==> src/design/mdc_pkg.sv <==
/*
  Shared constants and types for the multiply/divide coprocessor:
  mode word layout, operation and output codes, reset values, divider timing.
  Assumes a single clock domain driven by the issuing 16-bit core.
*/
package mdc_pkg;

  // Mode word layout
  localparam int MODE_W = 7;
  localparam int OP_LSB = 0;
  localparam int OP_W = 4;
  localparam int OUT_LSB = 4;
  localparam int OUT_W = 3;
  localparam logic [6:0] MODE_RESET = 7'h00;

  // Output mode codes, mode bits 6..4
  localparam logic [2:0] OUT_R0_LO = 3'h0;
  localparam logic [2:0] OUT_R0_HI = 3'h1;
  localparam logic [2:0] OUT_R1_LO = 3'h2;
  localparam logic [2:0] OUT_R1_HI = 3'h3;

  // Operation codes, mode bits 3..0
  localparam logic [3:0] OP_CLEAR = 4'h0;
  localparam logic [3:0] OP_LOAD_AUGEND = 4'h1;
  localparam logic [3:0] OP_LOAD_R0 = 4'h2;
  localparam logic [3:0] OP_READ = 4'h3;
  localparam logic [3:0] OP_MUL_U = 4'h4;
  localparam logic [3:0] OP_MUL_S = 4'h5;
  localparam logic [3:0] OP_MAC_U = 4'h6;
  localparam logic [3:0] OP_MAC_S = 4'h7;
  localparam logic [3:0] OP_DIV_U = 4'h8;
  localparam logic [3:0] OP_DIV_S = 4'h9;
  localparam logic [3:0] OP_LOAD_R1 = 4'ha;

  // Reset values and flag layout (C V Z N)
  localparam logic [31:0] RESULT_RESET = 32'h0000_0000;
  localparam logic [15:0] HALF_RESET = 16'h0000;
  localparam logic [3:0] FLAGS_RESET = 4'h0;
  localparam int FLAG_V = 2;

  // Divider: two quotient bits per cycle, sixteen iteration cycles
  localparam logic [3:0] DIV_LAST = 4'hf;
  localparam int DIV_MIN_CYC = 17;
  localparam int DIV_MAX_CYC = 20;

  // Controller states
  typedef enum logic [1:0] {
    MDC_IDLE = 2'b01,
    MDC_DIV = 2'b10
  } mdc_ctl_state_t;

  // Divider states
  typedef enum logic [2:0] {
    MDC_DV_IDLE = 3'b001,
    MDC_DV_RUN = 3'b010,
    MDC_DV_FIX = 3'b100
  } mdc_div_state_t;

endpackage : mdc_pkg

==> src/design/mdc_mul_mac.sv <==
/*
  Single-cycle 16x16 multiplier with optional 32-bit accumulate and
  accumulate overflow detection. Purely combinational.
  Assumes the caller registers the result.
*/
`timescale 1ns/1ps
module mdc_mul_mac (
  // Operands
  input wire logic [15:0] mul_a,
  input wire logic [15:0] mul_b,
  input wire logic [31:0] acc,
  // Controls
  input wire logic is_signed,
  input wire logic accumulate,
  // Results
  output logic [31:0] result,
  output logic overflow
);
  import mdc_pkg::*;

  logic signed [31:0] prod_s;
  logic [31:0] prod_u;
  logic [31:0] prod;
  logic [32:0] sum;

  // Product, sum and overflow
  always_comb begin
    prod_s = $signed(mul_a) * $signed(mul_b);
    prod_u = mul_a * mul_b;
    prod = is_signed ? prod_s : prod_u;
    sum = {1'b0, acc} + {1'b0, prod};
    result = accumulate ? sum[31:0] : prod;
    if (!accumulate) begin
      overflow = 1'b0;
    end else if (is_signed) begin
      overflow = (acc[31] == prod[31]) && (sum[31] != acc[31]);
    end else begin
      overflow = sum[32]; // Carry out of the accumulator
    end
  end

endmodule : mdc_mul_mac

==> src/design/mdc_divider.sv <==
/*
  Iterative 32/32 divider, signed or unsigned, radix-4 restoring.
  One load cycle, sixteen iteration cycles, one sign-fix cycle.
  Assumes start only while idle; zero divisor is not handled.
*/
`timescale 1ns/1ps
module mdc_divider (
  // Clock and reset
  input wire logic clk,
  input wire logic rst_b,
  // Request
  input wire logic start,
  input wire logic is_signed,
  input wire logic [31:0] dividend,
  input wire logic [31:0] divisor,
  // Answer
  output logic [31:0] quotient,
  output logic [31:0] remainder,
  output logic done
);
  import mdc_pkg::*;

  typedef struct packed {
    mdc_div_state_t state;
    logic [31:0] rem;
    logic [31:0] quo;
    logic [31:0] den;
    logic [3:0] cnt;
    logic neg_q;
    logic neg_r;
    logic done;
  } mdc_div_st_t;

  mdc_div_st_t st_reg;
  mdc_div_st_t st_next;
  logic [63:0] step1;
  logic [63:0] step2;

  // Magnitude of an operand
  function automatic logic [31:0] abs32(input logic [31:0] v, input logic sgn);
    abs32 = (sgn && v[31]) ? -v : v;
  endfunction : abs32

  // One restoring step on {remainder, quotient}
  function automatic logic [63:0] div_step(input logic [63:0] rq, input logic [31:0] d);
    logic [32:0] t;
    logic [32:0] diff;
    t = {rq[63:32], rq[31]};
    diff = t - {1'b0, d};
    if (!diff[32]) begin
      div_step = {diff[31:0], rq[30:0], 1'b1};
    end else begin
      div_step = {t[31:0], rq[30:0], 1'b0};
    end
  endfunction : div_step

  // Next state: load, iterate two bits per cycle, fix signs
  always_comb begin
    st_next = st_reg;
    st_next.done = 1'b0;
    step1 = div_step({st_reg.rem, st_reg.quo}, st_reg.den);
    step2 = div_step(step1, st_reg.den);
    case (st_reg.state)
      MDC_DV_IDLE: begin
        if (start) begin
          st_next.rem = RESULT_RESET;
          st_next.quo = abs32(dividend, is_signed);
          st_next.den = abs32(divisor, is_signed);
          st_next.neg_q = is_signed && (dividend[31] ^ divisor[31]);
          st_next.neg_r = is_signed && dividend[31];
          st_next.cnt = 4'h0;
          st_next.state = MDC_DV_RUN;
        end
      end
      MDC_DV_RUN: begin
        st_next.rem = step2[63:32];
        st_next.quo = step2[31:0];
        st_next.cnt = st_reg.cnt + 4'h1;
        if (st_reg.cnt == DIV_LAST) begin
          st_next.state = MDC_DV_FIX;
        end
      end
      MDC_DV_FIX: begin
        if (st_reg.neg_q) st_next.quo = -st_reg.quo;
        if (st_reg.neg_r) st_next.rem = -st_reg.rem;
        st_next.done = 1'b1;
        st_next.state = MDC_DV_IDLE;
      end
      default: st_next.state = MDC_DV_IDLE;
    endcase
  end

  // State register
  always_ff @(posedge clk or negedge rst_b) begin
    if (!rst_b) begin
      st_reg <= '{MDC_DV_IDLE, RESULT_RESET, RESULT_RESET, RESULT_RESET, 4'h0, 1'b0, 1'b0, 1'b0};
    end else begin
      st_reg <= st_next;
    end
  end

  assign quotient = st_reg.quo;
  assign remainder = st_reg.rem;
  assign done = st_reg.done;

endmodule : mdc_divider

==> src/design/multiply_divide_coprocessor.sv <==
/*
  Multiply, multiply-accumulate and divide coprocessor for a 16-bit core.
  Holds the 7-bit mode word and two 32-bit result registers, and returns the
  selected 16-bit half after each operate request.
  Assumes the core drives the request ports synchronously on clk and does not
  issue requests while busy is high.
*/
//
// Behaviour
// - Multiply two 16-bit operands, signed or unsigned, to 32 bits in one cycle.
// - Multiply-accumulate into a 32-bit result in one cycle, flagging overflow.
// - Divide 32 by 32 bits, signed or unsigned, in 17 to 20 cycles.
// - Mode write takes a 7-bit word from the source operand; destination unused.
// - Only one 16-bit half of a result register is presented per read.
// - Output field picks low/high half of register zero or one; 4-7 reserved.
// - Operation 0x0 clears both result registers.
// - Operation 0x1 loads a 16-bit augend into the low half of register zero.
// - Operation 0x2 loads register zero, 0xa loads register one, 32 bits.
// - Operation 0x3 only presents results, with no change to them.
// - Operations 0x4-0x9 are multiply, MAC and divide; 0xb-0xf are reserved.
// - Division leaves quotient in register zero and remainder in register one.
`timescale 1ns/1ps
module multiply_divide_coprocessor (
  // Clock and reset
  input wire logic clk,
  input wire logic rst_b,
  // Mode write instruction
  input wire logic mode_wr_valid,
  input wire logic [mdc_pkg::MODE_W-1:0] mode_wr_data,
  // Operate instruction
  input wire logic op_valid,
  input wire logic [15:0] op_high,
  input wire logic [15:0] op_low,
  // Result to the core
  output logic [15:0] result_half,
  output logic result_valid,
  output logic busy,
  output logic [3:0] flags
);
  import mdc_pkg::*;

  typedef struct packed {
    mdc_ctl_state_t state;
    logic [6:0] mode;
    logic [31:0] result_register_zero;
    logic [31:0] result_register_one;
    logic [15:0] result_half;
    logic result_valid;
    logic busy;
    logic [3:0] flags;
  } mdc_ctl_st_t;

  mdc_ctl_st_t st_reg;
  mdc_ctl_st_t st_next;
  logic [3:0] op_code;
  logic [2:0] out_code;
  logic div_start;
  logic [31:0] mac_result;
  logic mac_ovf;
  logic [31:0] div_quo;
  logic [31:0] div_rem;
  logic div_done;

  assign op_code = st_reg.mode[OP_LSB +: OP_W];
  assign out_code = st_reg.mode[OUT_LSB +: OUT_W];

  // Half of a result register chosen by the mode word, zero if reserved
  function automatic logic [15:0] sel_half(input logic [6:0] mode, input logic [31:0] r0,
                                           input logic [31:0] r1);
    logic [3:0] op;
    op = mode[OP_LSB +: OP_W];
    sel_half = HALF_RESET;
    if (op <= OP_LOAD_R1) begin
      case (mode[OUT_LSB +: OUT_W])
        OUT_R0_LO: sel_half = r0[15:0];
        OUT_R0_HI: sel_half = r0[31:16];
        OUT_R1_LO: sel_half = r1[15:0];
        OUT_R1_HI: sel_half = r1[31:16];
        default: sel_half = HALF_RESET;
      endcase
    end
  endfunction : sel_half

  // Multiplier and accumulator, rd operand times rs operand
  mdc_mul_mac u_mul_mac (
    .mul_a(op_high),
    .mul_b(op_low),
    .acc(st_reg.result_register_zero),
    .is_signed(op_code[0]),
    .accumulate(op_code == OP_MAC_U || op_code == OP_MAC_S),
    .result(mac_result),
    .overflow(mac_ovf)
  );

  // Divider, dividend held in register zero
  mdc_divider u_divider (
    .clk(clk),
    .rst_b(rst_b),
    .start(div_start),
    .is_signed(op_code[0]),
    .dividend(st_reg.result_register_zero),
    .divisor({op_high, op_low}),
    .quotient(div_quo),
    .remainder(div_rem),
    .done(div_done)
  );

  // Request decode and result update
  always_comb begin
    st_next = st_reg;
    st_next.result_valid = 1'b0;
    div_start = 1'b0;
    case (st_reg.state)
      MDC_IDLE: begin
        if (mode_wr_valid) begin
          st_next.mode = mode_wr_data;
        end else if (op_valid) begin
          st_next.result_valid = 1'b1;
          st_next.flags = FLAGS_RESET;
          case (op_code)
            OP_CLEAR: begin
              st_next.result_register_zero = RESULT_RESET;
              st_next.result_register_one = RESULT_RESET;
            end
            OP_LOAD_AUGEND: st_next.result_register_zero[15:0] = op_low;
            OP_LOAD_R0: st_next.result_register_zero = {op_high, op_low};
            OP_LOAD_R1: st_next.result_register_one = {op_high, op_low};
            OP_READ: st_next.result_valid = 1'b1;
            OP_MUL_U, OP_MUL_S, OP_MAC_U, OP_MAC_S: begin
              st_next.result_register_zero = mac_result;
              st_next.flags[FLAG_V] = mac_ovf;
            end
            OP_DIV_U, OP_DIV_S: begin
              div_start = 1'b1;
              st_next.result_valid = 1'b0;
              st_next.busy = 1'b1;
              st_next.state = MDC_DIV;
            end
            default: st_next.result_valid = 1'b1;
          endcase
        end
      end
      MDC_DIV: begin
        if (div_done) begin
          st_next.result_register_zero = div_quo;
          st_next.result_register_one = div_rem;
          st_next.result_valid = 1'b1;
          st_next.busy = 1'b0;
          st_next.state = MDC_IDLE;
        end
      end
      default: st_next.state = MDC_IDLE;
    endcase
    st_next.result_half = sel_half(st_next.mode, st_next.result_register_zero,
                                   st_next.result_register_one);
  end

  // State register
  always_ff @(posedge clk or negedge rst_b) begin
    if (!rst_b) begin
      st_reg <= '{MDC_IDLE, MODE_RESET, RESULT_RESET, RESULT_RESET, HALF_RESET, 1'b0, 1'b0,
                  FLAGS_RESET};
    end else begin
      st_reg <= st_next;
    end
  end

  // Outputs straight from the state register
  assign result_half = st_reg.result_half;
  assign result_valid = st_reg.result_valid;
  assign busy = st_reg.busy;
  assign flags = st_reg.flags;

  // Helper terms for the checks, worked out apart from the datapath
  logic idle_op;
  logic [31:0] r0;
  logic [31:0] r1;
  logic [31:0] uprod;
  logic [31:0] sprod;
  logic [32:0] usum;
  logic [32:0] ssum;
  logic [15:0] exp_half;
  assign idle_op = op_valid && !mode_wr_valid && st_reg.state == MDC_IDLE;
  assign r0 = st_reg.result_register_zero;
  assign r1 = st_reg.result_register_one;

  // Reference products and sums, zero- or sign-extended
  assign uprod = {16'h0000, op_high} * {16'h0000, op_low};
  assign sprod = {{16{op_high[15]}}, op_high} * {{16{op_low[15]}}, op_low};
  assign usum = {1'b0, r0} + {1'b0, uprod};
  assign ssum = {r0[31], r0} + {sprod[31], sprod};

  // Reference output half, zero for reserved codes
  always_comb begin
    case (out_code)
      OUT_R0_LO: exp_half = r0[15:0];
      OUT_R0_HI: exp_half = r0[31:16];
      OUT_R1_LO: exp_half = r1[15:0];
      OUT_R1_HI: exp_half = r1[31:16];
      default: exp_half = HALF_RESET;
    endcase
    if (op_code > OP_LOAD_R1) begin
      exp_half = HALF_RESET;
    end
  end
endmodule : multiply_divide_coprocessor

==> config.mk <==
export PLATFORM = sky130hd
export DESIGN_NAME = multiply_divide_coprocessor
export DESIGN_NICKNAME = d
export VERILOG_FILES = /design/src/design/mdc_pkg.sv /design/src/design/mdc_mul_mac.sv /design/src/design/mdc_divider.sv /design/src/design/multiply_divide_coprocessor.sv
export SDC_FILE = /design/constraint.sdc
export NUM_CORES = 2
export LEC_CHECK = 0
export BUFFER_PORTS_ARGS = -buffer_cell sky130_fd_sc_hd__clkbuf_2
export CORE_MARGIN = 2
export CORE_UTILIZATION = 35
export DETAILED_ROUTE_END_ITERATION = 8
export GPL_TIMING_DRIVEN = 0
export PLACE_DENSITY = 0.46
export REMOVE_ABC_BUFFERS = 1
export SETUP_SLACK_MARGIN = 0.02
export SYNTH_ARGS = -nofsm -noshare
export SYNTH_HDL_FRONTEND = slang
export SYNTH_HIERARCHICAL = 1
export SYNTH_SLANG_ARGS = --single-unit
==> constraint.sdc <==
create_clock -name clk -period 11.9 [get_ports clk]
set_input_delay 0.595 -clock clk [delete_from_list [all_inputs] [get_ports clk]]
set_output_delay 0.595 -clock clk [all_outputs]
set_load 0.01 [all_outputs]
==> key figures <==
Logic synthesis
  – Synth area leader: fa_1
  – Most common cell in the netlist: inv_1
  – Synth Area in XOR/XNOR: between 5 and 6%
  – Synth top area cells: fa_1 21%, dfrtp_1 14%, ha_1 9.4%, inv_1 6.5%, nand2_1 4.9%
  – Register area share after synthesis: 14.5%
  – Asr flop ratio synth: 100%
  – Post-synth cell types: 106
  – #FFs+latches synth: 198
  – Mux contribution to synthesized area: 1.70%
  – EDFF count, synth: 0
  – Post-Syn Instances: 4160
  – Post-synth top cells: 594 x inv_1, 448 x nand2_1, 367 x fa_1
  – Ys Warns: 6
  – Area share of fa/ha/maj cells after synthesis: 30.8%
  – Post-synth top area share: 21.4%
  – Synth Area in Compound Gates: 19.7%
  – Avg Cell Area, Syn: about 8.2 sq um
  – Synthesized area: 0.0343 sq mm
  – Synth Area in Simple Gates: about 17%
  – Largest family of logic cells by synthesized area: adder cells
  – Most used flip-flop cell after synthesis: dfrtp_1

Place
  – IO buf count: between 60 and 70
  – Final GP Congestion: slightly below 0.9
  – Post-DP HPWL: between 80 and 90 mm

Worst hold path
  – Hold crit path type: in2reg
  – Min-delay src: mode_wr_data[1]

Timing
  – Max Transition Viols Final: 0
  – Relative slew slack: ~6.6%
  – Post-Route Setup TNS: 0 ns
  – Endpoints failing hold: 0
  – Finish-stage setup viols: 0
  – Slew @ Worst Pin: between 1 and 1.5 ns
  – Fmax: a little over 100 MHz
  – Clock skew: between 0.015 and 0.02 ns
  – Fin crit share: between 80% and 90%
  – Minimum clock period: around 9.8 ns
  – RSZ-0062 raised after global routing: no

Clock network
  – CTS resizes: 0
  – # Post-CTS Setup Buffers: 0
  – Clk_lat worst skew: 0.47 ns
  – CTS Root Cell: clkbuf_16
  – CTS tree: yes
  – Maximum buffer depth of the clock tree: 2
  – CTS clk-pin slew, worst paths: approximately 0.090 ns
  – Clk sinks: slightly below 200
  – Number of H-tree levels: 4
  – CTS Buf Count: 17

Routing
  – TritonRoute pass-1 iters: 6
  – WL final: 116 mm
  – Remaining DRCs: 0
  – Drt wl/cell: approximately 22 um
  – Drt first-iter violations: about 2300
  – Routed Antenna Nets: 0
  – Vias per std cell: roughly 5.4
  – Vias: 28700

Cells and area
  – Max reg flops: 41
  – Post-route core utilization: between 30% and 40%
  – Ratio of cells with drive above 1 in the final layout: under 10%
  – Syn-to-layout area delta: 4.74%
  – NumNets Final: 4670
  – FILL cells: about 10000

Floorplanning
  – Die area: ~0.10 sq mm
  – Total core area: about 0.097 sq mm
  – Initial Util: 35.4%
  – Chip width: about 320 um
  – I/O pin count: 65
  – # rows: between 100 and 150
  – Die height: around 320 um

Worst setup path
  – CP arrival: between 10 and 15 ns
  – Most common cell on crit path: fa_1
  – Setup crit end kind: register
  – CP startpoint: op_high[8]
  – Buf/Inv on CP: 5
  – Crit path max fanout: 22
  – R2r startpoint: u_divider/quotient[31]
  – CP startpoint kind: primary input
  – Critical Path Max Stage Delay: around 0.55 ns
  – Kind of critical path: in2reg
  – Worst EP required: around 12 ns
  – Slowest cell on the critical path: fa_1
  – Cell family with the largest share of critical-path delay: adder cells

Global routing
  – Largest net degree at the start of global routing: just under 100
  – Initial antenna violation count: 4
  – GR Util All Layers: 23.3%
  – Grt total ovfl: 0
  – First-pass GRT wire length: ~180 mm
  – Vias in the first global route: a little under 30000

Outcome
  – Status: finished clean

Run
  – MaxCap Viol Count: 0
## cell families (layout without fill, tap and decap cells)
family                     Yosys count  count (layout)
muxes                               55              55
and+or+nand+nor                   1211            1211
other                                1               9
AOI/OAI and AO/OA                 1005            1005
xor gates and xnor gates           211             211
buffers and inverters              855             709
DFF                                198             198
adders and majority gates          624             624
## path summary, 6_finish.rpt
path | endpoint | slack, ns | cells past startpoint
setup / recovery | result_half[10] | 2.09 | 35
hold / removal | op_code[1] | 0.37 | 2
setup reg to reg | u_divider/remainder[30] | 3.40 | 22
hold reg to reg | u_divider/st_reg[2] | 0.48 | 2
max in group asynchronous | u_divider/st_reg[19] | 10.55 | 3
min in group asynchronous | u_divider/quotient[25] | 0.54 | 2
## timing repair
item,CTS,global route
endpoints found under the setup margin,0,0
hold buffers,1,0
endpoints found under the hold margin,15,0
## metal layers
metal | up-vias | routed length, um | global-route usage, % | share of wire [%]
li1 | 13700 | - | - | -
met1 | 14300 | 54800 | 32.9 | 47
met2 | 612 | 54200 | 38.5 | 47
met3 | 106 | 4080 | 1.83 | 3.5
met4 | 2 | 2770 | 6.15 | 2.4
met5 | - | 9 | 0 | 0.0078
## final cells by class
class / instances / area [sq um] / area share (%)
multi-input combinational: 3109 / 25800 / 71.9
inverter: 596 / 2240 / 6.23
timing repair buffer: 81 / 668 / 1.86
clock inverter: 14 / 159 / 0.442
tap: 1276 / 1600 / 4.44
sequential: 198 / 4960 / 13.8
antenna: 6 / 15.0 / 0.0418
clock buffer: 18 / 439 / 1.22
## placed cells by master (no fill, tap or decap), drive strengths merged, types with 12 or more instances in the layout
cell    instances
a211o          31
a211oi         21
a21boi         36
a21o           76
a21oi         217
a221o          51
a221oi         12
a222oi         19
a22oi          40
a31oi          33
and2          136
and3           19
buf            19
clkbuf         79
dfrtp         196
fa            367
ha            257
inv           602
mux2           26
mux2i          29
nand2         450
nand2b         97
nand3          48
nand3b         35
nand4          25
nor2          211
nor2b          13
nor3           72
nor4           19
o211ai         20
o21a           22
o21ai         268
o21bai         16
o221ai         37
o31ai          22
or2            13
or3            30
xnor2         118
xor2           93
## through the flow
stage | worst slack (ns) | std cells | hold WS (ns) | instance area (sq um)
final | 2.09 | 5298 | 0.373 | 35900
after global routing | 1.45 | 5292 | 0.376 | 35900
after CTS | 2.04 | 5292 | 0.356 | 35900
after detailed placement | 1.54 | 5259 | 0.462 | 35300
after global placement | 1.46 | 5240 | 0.462 | 34900
after floorplan | 3.20 | 3903 | 0.299 | 33000
Power is left out: the tool's default activity adds up to more than one toggle a clock period on the data nets, which glitch-free logic cannot reach.
